`config.mk`:
```
export PLATFORM = sky130hd
export DESIGN_NAME = dpo_port
export DESIGN_NICKNAME = d
export VERILOG_FILES = /design/src/logic/dpo_pkg.sv /design/src/logic/dpo_fifo_if.sv /design/src/logic/dpo_fifo.sv /design/src/logic/dpo_port.sv
export SDC_FILE = /design/constraint.sdc
export NUM_CORES = 2
export LEC_CHECK = 0
export ABC_AREA = 1
export BUFFER_PORTS_ARGS = -buffer_cell sky130_fd_sc_hd__buf_2
export CAP_MARGIN = 20
export CELL_PAD_IN_SITES_DETAIL_PLACEMENT = 2
export CELL_PAD_IN_SITES_GLOBAL_PLACEMENT = 2
export CORE_UTILIZATION = 32
export DETAILED_ROUTE_END_ITERATION = 10
export PLACE_DENSITY_LB_ADDON = 0.15
export SLEW_MARGIN = 0
export SYNTH_ARGS = -nofsm -noshare
export SYNTH_HDL_FRONTEND = slang
export SYNTH_SLANG_ARGS = --single-unit
```
`constraint.sdc`:
```
create_clock -name core_clk_i -period 22 [get_ports core_clk_i]
set_clock_uncertainty 0.15 [all_clocks]
set_input_delay 1.1 -clock core_clk_i [delete_from_list [all_inputs] [get_ports core_clk_i]]
set_output_delay 1.1 -clock core_clk_i [all_outputs]
set_load 0.005 [all_outputs]
```
`src/logic/dpo_pkg.sv`:
```
`default_nettype none
package dpo_pkg;

  // Sample and port geometry
  localparam int unsigned SAMPLE_W   = 32;
  localparam int unsigned NUM_WORDS  = 4;
  localparam int unsigned SEG_W      = 16;
  localparam int unsigned SEL_W      = 3;
  localparam int unsigned BUNDLE_W   = SAMPLE_W * NUM_WORDS;
  localparam int unsigned FIFO_DEPTH = 8;
  localparam int unsigned PERIOD_W   = 16;

  // Word order inside a sample bundle and inside the select code
  localparam int unsigned WORD_IA = 0;
  localparam int unsigned WORD_QA = 1;
  localparam int unsigned WORD_IB = 2;
  localparam int unsigned WORD_QB = 3;

  // Select code field positions: bit 0 picks the lower half
  localparam int unsigned SEL_HALF_BIT = 0;
  localparam int unsigned SEL_WORD_LSB = 1;
  localparam int unsigned SEL_WORD_MSB = 2;

  // Rounding constants for the fixed-point formats
  localparam logic [SAMPLE_W-1:0] RND16_HALF = 32'h0000_8000;
  localparam logic [SAMPLE_W-1:0] RND16_MASK = 32'hFFFF_0000;
  localparam logic [SAMPLE_W-1:0] RND24_HALF = 32'h0000_0080;
  localparam logic [SAMPLE_W-1:0] RND24_MASK = 32'hFFFF_FF00;
  localparam logic [SAMPLE_W-1:0] POS_MAX    = 32'h7FFF_FFFF;

  // Floating-point layout: 4 zero bits, 4-bit exponent, 8-bit mantissa
  localparam int unsigned EXP_W   = 4;
  localparam int unsigned MANT_W  = 8;
  localparam logic [3:0]  EXP_MAX = 4'hF;

  // Reset values
  localparam logic [PERIOD_W-1:0] GAP_RST  = 16'h0000;
  localparam logic [SEG_W-1:0]    SEG_RST  = 16'h0000;
  localparam logic [SAMPLE_W-1:0] WORD_RST = 32'h0000_0000;

  // Output number formats
  typedef enum logic [1:0] {
    FMT_ROUND16,
    FMT_ROUND24,
    FMT_FULL32,
    FMT_FLOAT
  } dpo_fmt_e;

endpackage
`default_nettype wire

```
`src/logic/dpo_fifo_if.sv`:
```
`default_nettype none
interface dpo_fifo_if;
  import dpo_pkg::*;

  logic                push_valid;
  logic                push_ready;
  logic [BUNDLE_W-1:0] push_data;
  logic                pop_valid;
  logic                pop_ready;
  logic [BUNDLE_W-1:0] pop_data;

  modport fifo (
    input  push_valid, push_data, pop_ready,
    output push_ready, pop_valid, pop_data
  );

  modport user (
    output push_valid, push_data, pop_ready,
    input  push_ready, pop_valid, pop_data
  );
endinterface
`default_nettype wire

```
`src/logic/dpo_fifo.sv`:
```
`default_nettype none
module dpo_fifo
  import dpo_pkg::*;
#(
  parameter int unsigned WIDTH = BUNDLE_W,
  parameter int unsigned DEPTH = FIFO_DEPTH
) (
  input  wire logic core_clk_i,   // Core clock
  input  wire logic rst_i,        // Async reset, active high
  dpo_fifo_if.fifo  q             // Push and pop sides
);

  localparam int unsigned PTR_W = $clog2(DEPTH);
  localparam logic [PTR_W:0] CNT_FULL = (PTR_W+1)'(DEPTH);

  logic [WIDTH-1:0] mem_q [DEPTH];
  logic [PTR_W-1:0] wr_q;
  logic [PTR_W-1:0] rd_q;
  logic [PTR_W:0]   cnt_q;
  logic             ov_q;
  logic [WIDTH-1:0] od_q;
  logic             do_push;
  logic             load;
  logic             from_mem;
  logic             bypass;
  logic             mem_wr;

  // Output stage does not count toward depth; only the memory entries do
  assign q.push_ready = (cnt_q != CNT_FULL);
  assign do_push      = q.push_valid && q.push_ready;
  assign load         = !ov_q || q.pop_ready;
  assign from_mem     = load && (cnt_q != '0);
  assign bypass       = load && (cnt_q == '0) && do_push;
  assign mem_wr       = do_push && !bypass;
  assign q.pop_valid  = ov_q;
  assign q.pop_data   = od_q;

  // Storage array, no reset needed on data
  always_ff @(posedge core_clk_i) begin
    if (mem_wr) begin
      mem_q[wr_q] <= q.push_data;
    end
  end

  // Pointers and fill count
  always_ff @(posedge core_clk_i or posedge rst_i) begin
    if (rst_i) begin
      wr_q  <= '0;
      rd_q  <= '0;
      cnt_q <= '0;
    end else begin
      if (mem_wr) begin
        wr_q <= PTR_W'(wr_q + 1'b1);
      end
      if (from_mem) begin
        rd_q <= PTR_W'(rd_q + 1'b1);
      end
      if (mem_wr && !from_mem) begin
        cnt_q <= (PTR_W+1)'(cnt_q + 1'b1);
      end else if (!mem_wr && from_mem) begin
        cnt_q <= (PTR_W+1)'(cnt_q - 1'b1);
      end
    end
  end

  // Registered read stage keeps read data off the array mux
  always_ff @(posedge core_clk_i or posedge rst_i) begin
    if (rst_i) begin
      ov_q <= 1'b0;
      od_q <= '0;
    end else if (load) begin
      ov_q <= from_mem || bypass;
      if (from_mem) begin
        od_q <= mem_q[rd_q];
      end else if (bypass) begin
        od_q <= q.push_data;
      end
    end
  end

endmodule
`default_nettype wire

```
`src/logic/dpo_port.sv`:
```
// Notes on behaviour
// Select code picks upper/lower half of IA, QA, IB, QB; float lowers read zero.
// Data pins driven only while the active-low drive enable is low.
// Ready pulses once at the start of every output sample period.
// Reader must fetch all needed segments within one period after ready.
// Configuring party keeps each period at least five serial clock periods.
// Fixed-point formats round to 16 or 24 bits, or give full 32 bits.
// With 32-bit words, reading the upper segment's top byte gives 8-bit truncation.
// Fixed-point valid bits sit at the top, lower bits forced to zero.
// Float is four zeros, 4-bit exponent, 8-bit mantissa in the upper segment.
// All presented values are two's complement.
// Sample set latched at period start and held stable until the next.
`default_nettype none
module dpo_port
  import dpo_pkg::*;
(
  input  wire logic                core_clk_i,           // Core clock, 100 MHz
  input  wire logic                rst_i,                // Async reset, active high
  input  wire logic                sample_valid_i,       // New I/Q sample set offered
  input  wire logic [BUNDLE_W-1:0] sample_data_i,        // {QB, IB, QA, IA}, 32 bits each
  output logic                     sample_ready_o,       // Buffer can take a sample set
  input  wire logic [1:0]          format_i,             // Output number format
  input  wire logic [PERIOD_W-1:0] period_len_i,         // Output sample period in clocks
  input  wire logic [SEL_W-1:0]    segment_select_i,     // Segment select code
  input  wire logic                port_drive_enable_n_i, // Low drives the data pins
  output logic [SEG_W-1:0]         pout_o,               // Parallel data out
  output logic                     pout_oe_o,            // High while pins are driven
  output logic                     ready_o               // Period start pulse
);

  dpo_fifo_if fq ();

  logic [PERIOD_W-1:0] gap_q;
  logic                take;
  logic                ready_q;
  logic [SEG_W-1:0]    pout_q;
  logic [SAMPLE_W-1:0] word_q [NUM_WORDS];
  dpo_fmt_e            fmt;
  logic [1:0]          widx;

  // Round half up, saturating at positive full scale
  function automatic logic [SAMPLE_W-1:0] round_word(
    input logic [SAMPLE_W-1:0] x,
    input logic [SAMPLE_W-1:0] half,
    input logic [SAMPLE_W-1:0] mask
  );
    logic [SAMPLE_W-1:0] s;
    s = SAMPLE_W'(x + half);
    if (!x[SAMPLE_W-1] && s[SAMPLE_W-1]) begin
      round_word = POS_MAX & mask;       // Overflow would flip the sign
    end else begin
      round_word = s & mask;             // Low bits cleared
    end
  endfunction

  // Normalise by stripping redundant sign bits, exponent capped at four bits
  function automatic logic [SEG_W-1:0] float_word(
    input logic [SAMPLE_W-1:0] x
  );
    logic [4:0]          n;
    logic                found;
    logic [3:0]          sh;
    logic [SAMPLE_W-1:0] y;
    logic [EXP_W-1:0]    e;
    n     = 5'h00;
    found = 1'b0;
    for (int i = SAMPLE_W - 2; i >= 0; i--) begin
      if (!found && (x[i] == x[SAMPLE_W-1])) begin
        n = 5'(n + 1'b1);
      end else begin
        found = 1'b1;
      end
    end
    sh = (n > 5'(EXP_MAX)) ? EXP_MAX : n[3:0];
    y  = x << sh;                         // Mantissa keeps the sign
    e  = 4'(EXP_MAX - sh);
    float_word = {4'h0, e, y[SAMPLE_W-1 -: MANT_W]}; // Zeros, exponent, mantissa
  endfunction

  // Buffer between the filter chain and the read-out latches
  dpo_fifo #(
    .WIDTH (BUNDLE_W),
    .DEPTH (FIFO_DEPTH)
  ) u_fifo (
    .core_clk_i (core_clk_i),
    .rst_i      (rst_i),
    .q          (fq.fifo)
  );

  assign fq.push_valid = sample_valid_i;
  assign fq.push_data  = sample_data_i;
  assign sample_ready_o = fq.push_ready;

  // Drain only once per period so a reader never sees data change early
  assign fq.pop_ready = (gap_q == GAP_RST);
  assign take         = fq.pop_valid && fq.pop_ready;
  assign fmt          = dpo_fmt_e'(format_i);

  // Period timer: reloaded on each new sample set
  always_ff @(posedge core_clk_i or posedge rst_i) begin
    if (rst_i) begin
      gap_q <= GAP_RST;
    end else if (take) begin
      if (period_len_i == GAP_RST) begin
        gap_q <= GAP_RST;
      end else begin
        gap_q <= PERIOD_W'(period_len_i - 1'b1);
      end
    end else if (gap_q != GAP_RST) begin
      gap_q <= PERIOD_W'(gap_q - 1'b1);
    end
  end

  // Ready pulse, one clock, in step with the latch update
  always_ff @(posedge core_clk_i or posedge rst_i) begin
    if (rst_i) begin
      ready_q <= 1'b0;
    end else begin
      ready_q <= take;
    end
  end

  assign ready_o = ready_q;

  // Per-word format and latch; format is sampled with the data
  for (genvar k = 0; k < NUM_WORDS; k++) begin : g_word
    logic [SAMPLE_W-1:0] raw;
    logic [SAMPLE_W-1:0] fmtd;

    assign raw = fq.pop_data[k*SAMPLE_W +: SAMPLE_W];

    // Formatting choice for this word
    always_comb begin
      case (fmt)
        FMT_ROUND16: fmtd = round_word(raw, RND16_HALF, RND16_MASK);
        FMT_ROUND24: fmtd = round_word(raw, RND24_HALF, RND24_MASK);
        FMT_FULL32:  fmtd = raw;                  // Top byte alone is an 8-bit cut
        FMT_FLOAT:   fmtd = {float_word(raw), 16'h0000}; // Lower half reads zero
        default:     fmtd = raw;
      endcase
    end

    // Held for the whole period so segments stay coherent
    always_ff @(posedge core_clk_i or posedge rst_i) begin
      if (rst_i) begin
        word_q[k] <= WORD_RST;
      end else if (take) begin
        word_q[k] <= fmtd;
      end
    end
  end

  // Segment mux, registered so the pins come from flip-flops
  assign widx = segment_select_i[SEL_WORD_MSB:SEL_WORD_LSB];

  always_ff @(posedge core_clk_i or posedge rst_i) begin
    if (rst_i) begin
      pout_q <= SEG_RST;
    end else if (segment_select_i[SEL_HALF_BIT]) begin
      pout_q <= word_q[widx][SEG_W-1:0];        // Lower half
    end else begin
      pout_q <= word_q[widx][SAMPLE_W-1:SEG_W]; // Upper half
    end
  end

  assign pout_o = pout_q;

  // Bus sharing: enable follows the pin directly, no pipeline
  assign pout_oe_o = !port_drive_enable_n_i;

endmodule
`default_nettype wire

```
==> metrics.md <==
| Metric | Value |
|---|---|
| Status | finished clean |
| Synth Flop Type | edfxtp_1 |
| Fmax | 52.6 MHz |
| Mapped cell area | 74,800 um2 |
| CTS Buf Count | 149 |
| Crit Path Max Fanout | 27 |
| Vias per inst | 5.42 |
| I/O pins | around 170 |
| Commonest non-fill, non-tap cell in the layout | nand2_1 |
| Final Slew Violations | 0 |
| Synth Register Bits | 1,324 |
| Site Rows | 177 |
| Worst Tran Pin Value | 1230 ps |
| Vias | a little over 60,000 |
| Fin worst setup slack | 2990 ps |
| H-tree levels | 4 |
| Power Density | 72.5 nW/um2 |
| Initial core utilization | 32.2% |
| Max VDD drop | 0.0000827 V |
| Most frequent cells in the layout | nand2_1, edfxtp_1, o21ai_0 |
| Syn Nets | 8,542 |
| Layout net count | 8,521 |
| Hold Path Class | input port to async pin |
| Worst EP arrival | 19,540 ps |
| GRT overflow | 0 |
| Post-synthesis cell type count | 84 |
| # DRC | 0 |
| Post-CTS resize count | 0 |
| First-pass DRT Iterations | 5 |
| Most used cell, CP | nand2_1 |
| Max-cap violations | 0 |
| Post-route ant nets | 0 |
| Top-area cell type share of the netlist area | 41.1% |
| Vias in the first global route | 66,894 |
| Synth warn | 0 |
| Max-Slew Margin vs Limit | between 10% and 20% |
| Worst slack, placed | 3040 ps |
| Slowest CP cell | dfrtp_1 |
| Maximum clock path buffer count | 3 |
| R2r setup slk | 2990 ps |
| Antenna violations before repair | between 50 and 60 |
| CTS clk-pin slew, worst paths | 60 ps |
| Setup TNS Final | 0 ps |
| Synthesized area per cell | 9.05 um2 |
| Post-DP HPWL | 192 mm |
| Async set-reset flop share out of synthesis | 22.7% |
| Clock Sinks | ~1,300 |
| Synth Instances | 8,261 |
| RSZ-0062 raised after global routing | no |
| Crit path kind | register to register |
| Worst Path Required | 22,520 ps |
| Register area share after synthesis | 51.1% |
| Core Region | between 200,000 and 250,000 um2 |
| Die height | 485 um |
| Largest net degree at the start of global routing | 183 |
| GP Congestion | 0.848 |
| Minimum clock period | about 19,000 ps |
| EDFF count, synth | ~1,000 |
| Hold WS | 194 ps |
| CTS tree | done |
| Crit end category | register |
| Wirelength per Cell | between 20 and 25 um |
| Area growth from synthesis to layout | 10.6% |
| 1st-iter DRT viols | 3,593 |
| Final period util | 86.4% |
| Drt total wl | 278 mm |
| DIE AREA | 236,000 um2 |
| Startpoint types | register |
| Port Buffers | 171 |
| Clock latency at the later pin of the worst-skew pair | 820 ps |
| Postcts setup bufs | 0 |
| Synth area leaders | edfxtp_1, dfrtp_1, nand2_1 |
| Clk root buf | clkbuf_16 |
| Total GRT Usage | 23.3% |
| First-pass GRT wire length | 422 mm |
| Yosys top cell by area | edfxtp_1 |
| Die W | 485 um |
| Critical Path Max Stage Delay | about 560 ps |
| Layout cells sized above 1 | 12.1% |
| Final setup violating endpoints | 0 |
| Pleak | 32.6 nW |
| Cts hold-fix bufs | 0 |
| Final Hold Vio Count | 0 |
## per-layer routing
layer | global-route usage [%] | wire length [um] | vias to the layer above
met5 | 0 | 376 | -
met4 | 6.26 | 7040 | 58
met3 | 3.13 | 10200 | 347
met2 | 38.3 | 129000 | 925
met1 | 32.1 | 131000 | 31876
li1 | - | - | 28592
## through the flow
stage | util [%] | total power, mW | instance area (um2) | std cells
2_1_floorplan | - | 3.40 | 74800 | 8261
3_3_place_gp | 33.6 | 3.60 | 78100 | 11129
3_5_place_dp | 33.6 | 3.64 | 78100 | 11131
4_1_cts | 35.6 | 6.08 | 82700 | 11398
5_1_grt | 35.6 | 6.19 | 82700 | 11401
6_report | 35.6 | 5.99 | 82700 | 11405
## where the power goes
part | internal, mW | switching, mW
clock | 1.35 | 1.07
sequential | 3.01 | 0.0672
combinational | 0.102 | 0.401
total | 4.46 | 1.54
## cell usage after synthesis, types with 70 or more instances
cell type     n
xor2_1      124
ha_1        127
o21ai_0     725
nor3_1       70
nand2_1    1844
nand3_2     100
a32oi_1     133
nor2_1      601
o221ai_1    141
edfxtp_1   1024
nand4_1      94
clkbuf_1    299
mux2i_1     129
dfrtp_1     300
a21oi_1     455
nand2_2     159
inv_1       631
nand3_1     639
## cell families (layout without fill, tap and decap cells)
family | after synthesis | count (layout) | synth area share (%)
buf+inv | 1170 | 1265 | 6.93
other cells | 0 | 6 | 0
fa+ha+maj | 128 | 128 | 2.15
mux | 129 | 129 | 1.73
flops | 1324 | 1324 | 51.1
simple gates | 3695 | 3695 | 22.9
xor+xnor | 183 | 183 | 2.27
compound gates | 1632 | 1632 | 12.9
## final cells by class
type	count	area (um2)
diodes	6	15.0
fillers	25770	150000
clock buffers	207	4030
multi-input cells	5767	31500
well taps	3043	3810
repair buffers	278	1760
inverters	720	2780
clock inverters	60	581
flip-flops and latches	1324	38300
## critical path, delay by kind of cell (launching register included)
kind            cells  cell delay [ps]
compound gates      9             1740
fa+ha+maj          28             7560
buf+inv            19             1690
flops               1              560
simple gates       57             7050
## flip-flops by register name (all words and copies together) (netlist names), 3 cells and up
name / cells
gap_q: 16
pout_o: 16
word_q: 128
u_fifo.wr_q: 3
u_fifo.mem_q: 1024
u_fifo.q.pop_data: 128
u_fifo.cnt_q: 4
u_fifo.rd_q: 3
## worst paths after layout
kind                                  startpoint        endpoint  cells after the start
setup / recovery           u_fifo.q.pop_data[63]      word_q[80]                    113
hold / removal                             rst_i        gap_q[0]                      2
setup reg to reg           u_fifo.q.pop_data[63]      word_q[80]                    113
hold reg to reg                       word_q[81]      word_q[81]                      2
max in group asynchronous                  rst_i  u_fifo.rd_q[1]                      5
min in group core_clk_i               word_q[81]      word_q[81]                      2
Power figures use the tool's default switching activity.
